`src/adc_regs_pkg.sv`:
```
// constants, register map and field layout of the converter control block
// Operation
// - acquisition disable resets 0, blocks both triggers
// - calibration enable resets 0, permits self-calibration
// - read of command register starts calibration
// - one calibration run lasts about 10 ms
// - in-progress flag set during conversion or calibration
// - two-bit range field selects input range
// - range field resets to 10
// - status bit 7 reports board revision
// - plug-and-play variant always reports revision 1
package adc_regs_pkg;
  localparam int ADDR_W = 8;
  localparam int DATA_W = 32;
  localparam int REG_W = 8;

  // printed offsets are register indices; byte address is four times the index
  localparam logic [5:0] IDX_STATUS = 6'h00;
  localparam logic [5:0] IDX_RANGE = 6'h05;
  localparam logic [5:0] IDX_COMMAND = 6'h07;
  localparam logic [5:0] IDX_EVT_STATUS = 6'h08;
  localparam logic [5:0] IDX_EVT_MASK = 6'h09;
  localparam logic [ADDR_W-1:0] ADDR_STATUS = {IDX_STATUS, 2'h0};
  localparam logic [ADDR_W-1:0] ADDR_RANGE = {IDX_RANGE, 2'h0};
  localparam logic [ADDR_W-1:0] ADDR_COMMAND = {IDX_COMMAND, 2'h0};
  localparam logic [ADDR_W-1:0] ADDR_EVT_STATUS = {IDX_EVT_STATUS, 2'h0};
  localparam logic [ADDR_W-1:0] ADDR_EVT_MASK = {IDX_EVT_MASK, 2'h0};
  localparam int WORD_LSB = 2;

  // field positions
  localparam int BIT_CAL_ENABLE = 0;
  localparam int BIT_ACQ_DISABLE = 1;
  localparam int BIT_REVISION = 7;
  localparam int BIT_IN_PROGRESS = 4;
  localparam int RANGE_LSB = 0;
  localparam int RANGE_MSB = 1;
  localparam int EVT_CAL_DONE = 0;
  localparam int EVT_CONV_DONE = 1;
  localparam int EVT_W = 2;

  // range codes
  localparam logic [1:0] RANGE_0_10V = 2'h0;
  localparam logic [1:0] RANGE_5V = 2'h2;
  localparam logic [1:0] RANGE_2P5V = 2'h3;
  localparam logic [1:0] RANGE_RESET = RANGE_5V;

  localparam logic [1:0] RESP_OKAY = 2'h0;
  localparam logic [1:0] RESP_SLVERR = 2'h2;

  // timing
  localparam int CLK_PERIOD_NS = 8;
  localparam int CAL_TIME_MS = 10;
  localparam int CAL_CYCLES = CAL_TIME_MS * 1000000 / CLK_PERIOD_NS;
  localparam int CONV_TIME_NS = 10000;
  localparam int CONV_CYCLES = (CONV_TIME_NS + CLK_PERIOD_NS - 1) / CLK_PERIOD_NS;
  localparam int TMR_W = 21;
endpackage

```
`src/adc_run_timer.sv`:
```
// countdown timer that times one conversion or calibration run
`timescale 1ns/100ps
module adc_run_timer (
  input wire logic aclk,
  input wire logic aresetn,
  input wire logic ce,
  input wire logic start,
  input wire logic [adc_regs_pkg::TMR_W-1:0] load,
  output logic busy,
  output logic done
);
  typedef struct packed {
    logic [adc_regs_pkg::TMR_W-1:0] cnt;
    logic busy;
    logic done;
  } tmr_state_s;

  tmr_state_s state_reg;
  tmr_state_s state_next;

  // busy stays high for exactly load enabled cycles
  always_comb begin
    state_next = state_reg;
    state_next.done = 1'b0;
    if (start && !state_reg.busy) begin
      state_next.cnt = load - adc_regs_pkg::TMR_W'(1);
      state_next.busy = 1'b1;
    end else if (state_reg.busy) begin
      if (state_reg.cnt == '0) begin
        state_next.busy = 1'b0;
        state_next.done = 1'b1;
      end else begin
        state_next.cnt = state_reg.cnt - adc_regs_pkg::TMR_W'(1);
      end
    end
  end

  always_ff @(posedge aclk) begin
    if (!aresetn) begin
      state_reg <= '0;
    end else if (ce) begin
      state_reg <= state_next;
    end
  end

  assign busy = state_reg.busy;
  assign done = state_reg.done;
endmodule // adc_run_timer

```
`src/adc_control_status_regs.sv`:
```
// converter command and status registers behind an axi4-lite slave
`timescale 1ns/100ps
module adc_control_status_regs #(
  parameter int unsigned CAL_CYCLES = adc_regs_pkg::CAL_CYCLES,
  parameter bit BOARD_REV_B = 1'b1,
  parameter bit PLUG_AND_PLAY = 1'b0
) (
  input wire logic aclk,
  input wire logic aresetn,
  input wire logic ce,
  input wire logic [adc_regs_pkg::ADDR_W-1:0] s_axi_awaddr,
  input wire logic s_axi_awvalid,
  output logic s_axi_awready,
  input wire logic [adc_regs_pkg::DATA_W-1:0] s_axi_wdata,
  input wire logic [3:0] s_axi_wstrb,
  input wire logic s_axi_wvalid,
  output logic s_axi_wready,
  output logic [1:0] s_axi_bresp,
  output logic s_axi_bvalid,
  input wire logic s_axi_bready,
  input wire logic [adc_regs_pkg::ADDR_W-1:0] s_axi_araddr,
  input wire logic s_axi_arvalid,
  output logic s_axi_arready,
  output logic [adc_regs_pkg::DATA_W-1:0] s_axi_rdata,
  output logic [1:0] s_axi_rresp,
  output logic s_axi_rvalid,
  input wire logic s_axi_rready,
  input wire logic counter_convert_pulse_n,
  input wire logic external_convert_trigger_n,
  output logic adc_convert_start,
  output logic adc_calibrate,
  output logic conversion_in_progress,
  output logic [1:0] input_range_select,
  output logic irq
);
  typedef struct packed {
    logic cnt_s1;
    logic cnt_s2;
    logic cnt_prev;
    logic ext_s1;
    logic ext_s2;
    logic ext_prev;
    logic awready;
    logic aw_held;
    logic [adc_regs_pkg::ADDR_W-1:0] aw_addr;
    logic wready;
    logic w_held;
    logic [adc_regs_pkg::REG_W-1:0] w_data;
    logic w_lane0;
    logic bvalid;
    logic [1:0] bresp;
    logic arready;
    logic rvalid;
    logic [adc_regs_pkg::REG_W-1:0] rdata;
    logic [1:0] rresp;
    logic acq_disable;
    logic cal_enable;
    logic [1:0] range;
    logic calibrating;
    logic conv_pulse;
    logic [adc_regs_pkg::EVT_W-1:0] evt_status;
    logic [adc_regs_pkg::EVT_W-1:0] evt_mask;
    logic irq;
  } ctl_state_s;

  localparam ctl_state_s STATE_RESET = '{
    awready: 1'b1, wready: 1'b1, arready: 1'b1,
    cnt_s1: 1'b1, cnt_s2: 1'b1, cnt_prev: 1'b1,
    ext_s1: 1'b1, ext_s2: 1'b1, ext_prev: 1'b1,
    range: adc_regs_pkg::RANGE_RESET,
    default: '0
  };

  ctl_state_s state_reg;
  ctl_state_s state_next;
  logic tmr_busy;
  logic tmr_done;
  logic tmr_start;
  logic [adc_regs_pkg::TMR_W-1:0] tmr_load;
  logic conv_start;
  logic cal_start;
  logic trig_edge;
  logic wr_fire;
  logic ar_hs;
  logic [adc_regs_pkg::ADDR_W-1:0] wr_addr;
  logic [adc_regs_pkg::REG_W-1:0] status_byte;
  logic [adc_regs_pkg::EVT_W-1:0] evt_clear;
  logic [adc_regs_pkg::EVT_W-1:0] evt_set;

  localparam bit REVISION_FLAG = BOARD_REV_B | PLUG_AND_PLAY;

  // word-aligned register address
  function automatic logic [adc_regs_pkg::ADDR_W-1:0] word_addr(
    input logic [adc_regs_pkg::ADDR_W-1:0] a
  );
    word_addr = {a[adc_regs_pkg::ADDR_W-1:adc_regs_pkg::WORD_LSB], 2'h0};
  endfunction

  always_comb begin
    status_byte = '0;
    status_byte[adc_regs_pkg::BIT_REVISION] = REVISION_FLAG;
    status_byte[adc_regs_pkg::BIT_IN_PROGRESS] = tmr_busy;
  end

  always_comb begin
    state_next = state_reg;
    evt_clear = '0;
    // pins pass two flops before the edge detector looks at them
    state_next.cnt_s1 = counter_convert_pulse_n;
    state_next.cnt_s2 = state_reg.cnt_s1;
    state_next.cnt_prev = state_reg.cnt_s2;
    state_next.ext_s1 = external_convert_trigger_n;
    state_next.ext_s2 = state_reg.ext_s1;
    state_next.ext_prev = state_reg.ext_s2;
    trig_edge = (state_reg.cnt_prev & ~state_reg.cnt_s2)
              | (state_reg.ext_prev & ~state_reg.ext_s2);
    // triggers during a run are dropped, not queued
    conv_start = trig_edge && !state_reg.acq_disable
                 && !state_reg.cal_enable && !tmr_busy;

    if (s_axi_awvalid && state_reg.awready) begin
      state_next.aw_held = 1'b1;
      state_next.aw_addr = s_axi_awaddr;
    end
    if (s_axi_wvalid && state_reg.wready) begin
      state_next.w_held = 1'b1;
      state_next.w_data = s_axi_wdata[adc_regs_pkg::REG_W-1:0];
      state_next.w_lane0 = s_axi_wstrb[0];
    end
    wr_fire = state_reg.aw_held && state_reg.w_held && !state_reg.bvalid;
    wr_addr = word_addr(state_reg.aw_addr);
    if (wr_fire) begin
      state_next.aw_held = 1'b0;
      state_next.w_held = 1'b0;
      state_next.bvalid = 1'b1;
      state_next.bresp = adc_regs_pkg::RESP_OKAY;
      case (wr_addr)
        adc_regs_pkg::ADDR_STATUS: begin
          state_next.bresp = adc_regs_pkg::RESP_OKAY;
        end
        adc_regs_pkg::ADDR_RANGE: begin
          if (state_reg.w_lane0) begin
            state_next.range = state_reg.w_data[adc_regs_pkg::RANGE_MSB:adc_regs_pkg::RANGE_LSB];
          end
        end
        adc_regs_pkg::ADDR_COMMAND: begin
          if (state_reg.w_lane0) begin
            state_next.acq_disable = state_reg.w_data[adc_regs_pkg::BIT_ACQ_DISABLE];
            state_next.cal_enable = state_reg.w_data[adc_regs_pkg::BIT_CAL_ENABLE];
          end
        end
        adc_regs_pkg::ADDR_EVT_STATUS: begin
          if (state_reg.w_lane0) begin
            evt_clear = state_reg.w_data[adc_regs_pkg::EVT_W-1:0];
          end
        end
        adc_regs_pkg::ADDR_EVT_MASK: begin
          if (state_reg.w_lane0) begin
            state_next.evt_mask = state_reg.w_data[adc_regs_pkg::EVT_W-1:0];
          end
        end
        default: begin
          state_next.bresp = adc_regs_pkg::RESP_SLVERR;
        end
      endcase
    end
    if (state_reg.bvalid && s_axi_bready) begin
      state_next.bvalid = 1'b0;
    end
    state_next.awready = !state_next.aw_held && !state_next.bvalid;
    state_next.wready = !state_next.w_held && !state_next.bvalid;

    ar_hs = s_axi_arvalid && state_reg.arready;
    // the discarded read of the command register is the calibration start
    cal_start = ar_hs && (word_addr(s_axi_araddr) == adc_regs_pkg::ADDR_COMMAND)
                && state_reg.cal_enable && !tmr_busy;
    if (ar_hs) begin
      state_next.rvalid = 1'b1;
      state_next.rresp = adc_regs_pkg::RESP_OKAY;
      state_next.rdata = '0;
      case (word_addr(s_axi_araddr))
        adc_regs_pkg::ADDR_STATUS: begin
          state_next.rdata = status_byte;
        end
        adc_regs_pkg::ADDR_RANGE: begin
          state_next.rdata = '0;
        end
        adc_regs_pkg::ADDR_COMMAND: begin
          state_next.rdata[adc_regs_pkg::BIT_ACQ_DISABLE] = state_reg.acq_disable;
          state_next.rdata[adc_regs_pkg::BIT_CAL_ENABLE] = state_reg.cal_enable;
        end
        adc_regs_pkg::ADDR_EVT_STATUS: begin
          state_next.rdata[adc_regs_pkg::EVT_W-1:0] = state_reg.evt_status;
        end
        adc_regs_pkg::ADDR_EVT_MASK: begin
          state_next.rdata[adc_regs_pkg::EVT_W-1:0] = state_reg.evt_mask;
        end
        default: begin
          state_next.rresp = adc_regs_pkg::RESP_SLVERR;
        end
      endcase
    end
    if (state_reg.rvalid && s_axi_rready) begin
      state_next.rvalid = 1'b0;
    end
    state_next.arready = !state_next.rvalid;

    tmr_start = cal_start || conv_start;
    tmr_load = cal_start ? adc_regs_pkg::TMR_W'(CAL_CYCLES)
                         : adc_regs_pkg::TMR_W'(adc_regs_pkg::CONV_CYCLES);
    if (cal_start) begin
      state_next.calibrating = 1'b1;
    end else if (tmr_done) begin
      state_next.calibrating = 1'b0;
    end
    state_next.conv_pulse = conv_start;
    evt_set = '0;
    evt_set[adc_regs_pkg::EVT_CAL_DONE] = tmr_done && state_reg.calibrating;
    evt_set[adc_regs_pkg::EVT_CONV_DONE] = tmr_done && !state_reg.calibrating;
    // a new event wins over a clear in the same cycle
    state_next.evt_status = (state_reg.evt_status & ~evt_clear) | evt_set;
    state_next.irq = |(state_next.evt_status & state_next.evt_mask);
  end

  always_ff @(posedge aclk) begin
    if (!aresetn) begin
      state_reg <= STATE_RESET;
    end else if (ce) begin
      state_reg <= state_next;
    end
  end

  adc_run_timer u_run_timer (
    .aclk(aclk),
    .aresetn(aresetn),
    .ce(ce),
    .start(tmr_start),
    .load(tmr_load),
    .busy(tmr_busy),
    .done(tmr_done)
  );

  assign s_axi_awready = state_reg.awready;
  assign s_axi_wready = state_reg.wready;
  assign s_axi_bresp = state_reg.bresp;
  assign s_axi_bvalid = state_reg.bvalid;
  assign s_axi_arready = state_reg.arready;
  assign s_axi_rdata = {{(adc_regs_pkg::DATA_W - adc_regs_pkg::REG_W){1'b0}}, state_reg.rdata};
  assign s_axi_rresp = state_reg.rresp;
  assign s_axi_rvalid = state_reg.rvalid;
  assign adc_convert_start = state_reg.conv_pulse;
  assign adc_calibrate = state_reg.calibrating;
  assign conversion_in_progress = tmr_busy;
  assign input_range_select = state_reg.range;
  assign irq = state_reg.irq;

  // checks
  int unsigned run_len;
  logic run_cal;
  always_ff @(posedge aclk) begin
    if (!aresetn) begin
      run_len <= 0;
      run_cal <= 1'b0;
    end else if (ce) begin
      if (tmr_start && !tmr_busy) begin
        run_len <= 0;
        run_cal <= cal_start;
      end else if (tmr_busy) begin
        run_len <= run_len + 1;
      end
    end
  end
endmodule // adc_control_status_regs

```
`config.mk`:
```
export PLATFORM = sky130hd
export DESIGN_NAME = adc_control_status_regs
export DESIGN_NICKNAME = d
export VERILOG_FILES = /design/src/adc_regs_pkg.sv /design/src/adc_run_timer.sv /design/src/adc_control_status_regs.sv
export SDC_FILE = /design/constraint.sdc
export NUM_CORES = 1
export LEC_CHECK = 0
export BUFFER_PORTS_ARGS = -buffer_cell sky130_fd_sc_hd__buf_2
export CAP_MARGIN = 20
export CELL_PAD_IN_SITES_DETAIL_PLACEMENT = 1
export CELL_PAD_IN_SITES_GLOBAL_PLACEMENT = 2
export CORE_UTILIZATION = 32
export CTS_BUF_LIST = sky130_fd_sc_hd__clkbuf_8 sky130_fd_sc_hd__clkbuf_16
export CTS_CLUSTER_DIAMETER = 80
export DETAILED_ROUTE_END_ITERATION = 8
export PLACE_DENSITY_LB_ADDON = 0.1
export SYNTH_ARGS = -nofsm -noshare
export SYNTH_HDL_FRONTEND = slang
export SYNTH_SLANG_ARGS = --single-unit
```
`constraint.sdc`:
```
create_clock -name aclk -period 5.8 [get_ports aclk]
set_input_delay 1.16 -clock aclk [delete_from_list [all_inputs] [get_ports aclk]]
set_output_delay 1.16 -clock aclk [all_outputs]
set_load 0.1 [all_outputs]
```
==> impl_metrics.ini <==
[status]
outcome = finished, final reports clean

[floorplan]
core_um2 = 10500
die_area_um2 = 11300
dieWidth_um = 106
pin_count = 109
die_y_um = 106
start_util = 0.334
num_rows = 37

[cts]
cts-root-buf = clkbuf_8
clock_path_buffers = 2
ctsResizeCount = 0
clkTransAtPathRegs_ns = 0.08
h-tree-depth = 3
cts_buffers = 9
clock_latency_ns = 0.35
cts_setup_buffers = 0
clock_sinks = 62
cts_tree = built
hold_buffers = 0

[power]
p_per_area_nw_per_um2 = 298
leakagePower_nw = 1.55
internal_power_uw = 710
p_sw_uw = 417
switching_share = 0.370
p_clk_frac = 0.348
peakVddDrop_mv = 0.126
pwr-share-seq = 0.406
combPwrFrac = 0.246

[setup_path]
crit_arrival_ns = 3.59
r2r_end = u_run_timer.state_reg[15]
start_kind = input pin
crit_end = u_run_timer.state_reg[15]
worstPathRequired_ns = 6.05
critPathMaxFanout = 26
critPathKind = input pin to flip-flop
r2r_cells = 7
r2r-start = u_run_timer.busy
critPathLaunch = ce
worstSetupEndpointType = flip-flop
reg2reg_slack_ns = 3.14

[placement]
dp_hpwl_um = 6480
numPlacedInstances = 557
dpl_cell_area_um2 = 3580
place_congestion = 0.713
numPortBuffers = 41

[global_route]
grt_max_degree = 33
grt_usage = 0.176
antenna_found_initial = 0
grt_pass1_vias = 2992
grt_pass1_wl_um = 15600
grt_overflow_total = 0

[detailed_routing]
drt-pass1-iter-count = 4
avgViaCountPerCell = 5.26
vias = 3013
routed_wl_um = 9530
drtAntennaViolNets = 0
wl_per_cell_um = 16.6
drt_iter0_markers = 92
drc = 0

[synth]
yosysSeqAreaShare = 0.355
ys_types = 64
synthCells = 405
yosysWarnings = 0
synth_top_flop_cell = dfxtp_1
avgSynthCellArea_um2 = 8.62
synthArstFlopShare = 0
synth_seq_cells = 62
synth_edf_count = 0
syn_area_um2 = 3490

[job]
drv_cap = 0

[cells_and_area]
nNetsFinal = 496
final_area_um2 = 3780
drive_gt1_frac = 0.181
largest_reg_flops = 21
final_cells = 573
area_growth_syn_to_layout_pct = 8.20
antennaDiodeCount = 0

[sta]
drv_slew = 0
period_minus_slack_ns = 3.34
tightest_slew_ns = 0.964
maxSlewHeadroom = 0.357
setup_tns_ns = 0
setup_viol = 0
clock_skew_ns = 0.0100
grt_setup_unrepaired = no
timing.final.crit_share = 0.577
timing.fmax_mhz = 299
finalHoldViolations = 0

[min_path]
hp-class = flip-flop to flip-flop
metrics by stage:
step / setup WS (ns) / hold WS [ns] / power (mW) / util
finish: 2.46 / 0.478 / 1.13 / 0.361
global route: 2.27 / 0.499 / 1.18 / 0.361
CTS: 2.45 / 0.479 / 1.14 / 0.361
global placement: 2.01 / 0.446 / 0.743 / 0.342
floorplan: 3.30 / 0.433 / 0.716 / -
detailed placement: 2.07 / 0.459 / 0.744 / 0.342
per-layer routing:
layer | vias to the layer above | track usage | part of all wire
met5 | - | 0 | 0
met4 | 0 | 0.0421 | 0.014
met3 | 14 | 0.0399 | 0.035
met2 | 55 | 0.302 | 0.48
met1 | 1472 | 0.223 | 0.47
li1 | 1472 | - | -
logic make-up after synthesis:
group	after synthesis	synth area share
AO/OA/AOI/OAI	102	0.217
adder cells (fa/ha/maj)	2	0.00716
buffers and inverters	70	0.135
flip-flops	62	0.355
multiplexers	24	0.0688
other	1	0.00107
AND/OR/NAND/NOR	144	0.215
cell usage after synthesis (all sizes together) (2+ instances only):
cell      n  area [um^2]
dfxtp    62         1240
buf      41          313
nor2     40          150
nand2    38          150
mux2i    24          240
a21oi    23          138
o21ai    18         90.1
clkbuf   17          115
nor3     14         75.1
inv      12         45.0
nand3    12         60.1
nand4    10         68.8
a311oi    7         67.6
a31oi     7         43.8
a221oi    5         43.8
a2111oi   4         45.0
a211o     4         35.0
a32o      4         40.0
and2      4         25.0
and3b     4         35.0
nor4      4         46.3
o22ai     4         25.0
o31ai     4         30.0
a21o      3         31.3
nor2b     3         18.8
o221a     3         33.8
or4       3         22.5
a211oi    2         15.0
a22o      2         17.5
a2bb2oi   2         17.5
and3      2         13.8
ha        2         25.0
nand2b    2         12.5
o211ai    2         15.0
o21a      2         15.0
o31a      2         17.5
cell usage in the layout (no fill, tap or decap), types with 5 or more instances in the layout:
master and n:
nor3_1 13, inv_1 13, clkbuf_8 10, a221oi_1 5
buf_2 41, nand4_1 9, conb_1 30, nor2_1 40
a311oi_1 6, nand3_1 12, a21oi_1 21, o21ai_0 18
nand2_1 37, dfxtp_1 62, a31oi_1 7, mux2i_1 24
final cells by class:
type / count / area [um^2]
clock buffers: 10 / 138
clock inverters: 6 / 62.6
fillers: 1297 / 6680
inverters: 12 / 45.0
multi-input cells: 302 / 1890
flip-flops and latches: 62 / 1240
well taps: 136 / 170
repair buffers: 45 / 235
critical path, cell delays in order:
cell and delay, ns:
buf_2 0.48, inv_1 0.45, a21oi_1 0.86, nor2_1 0.31
o221a_2 0.31
power groups by stage:
stage	sequential (mW)	combinational (mW)	clock, mW
6_report	0.458	0.277	0.392
5_1_grt	0.460	0.297	0.424
4_1_cts	0.458	0.278	0.406
3_5_place_dp	0.467	0.277	0
3_3_place_gp	0.467	0.276	0
2_1_floorplan	0.484	0.232	0
worst min path at each step:
stage / startpoint / to / slack, ns / cells past startpoint
2_1_floorplan: state_reg[47] / state_reg[47] / 0.43 / 2
3_3_place_gp: state_reg[47] / state_reg[47] / 0.45 / 2
3_5_place_dp: state_reg[47] / state_reg[47] / 0.46 / 2
4_1_cts: state_reg[47] / state_reg[47] / 0.48 / 2
5_1_grt: state_reg[50] / state_reg[50] / 0.50 / 2
6_report: state_reg[47] / state_reg[47] / 0.48 / 2
(Power assumes the default switching activity.)
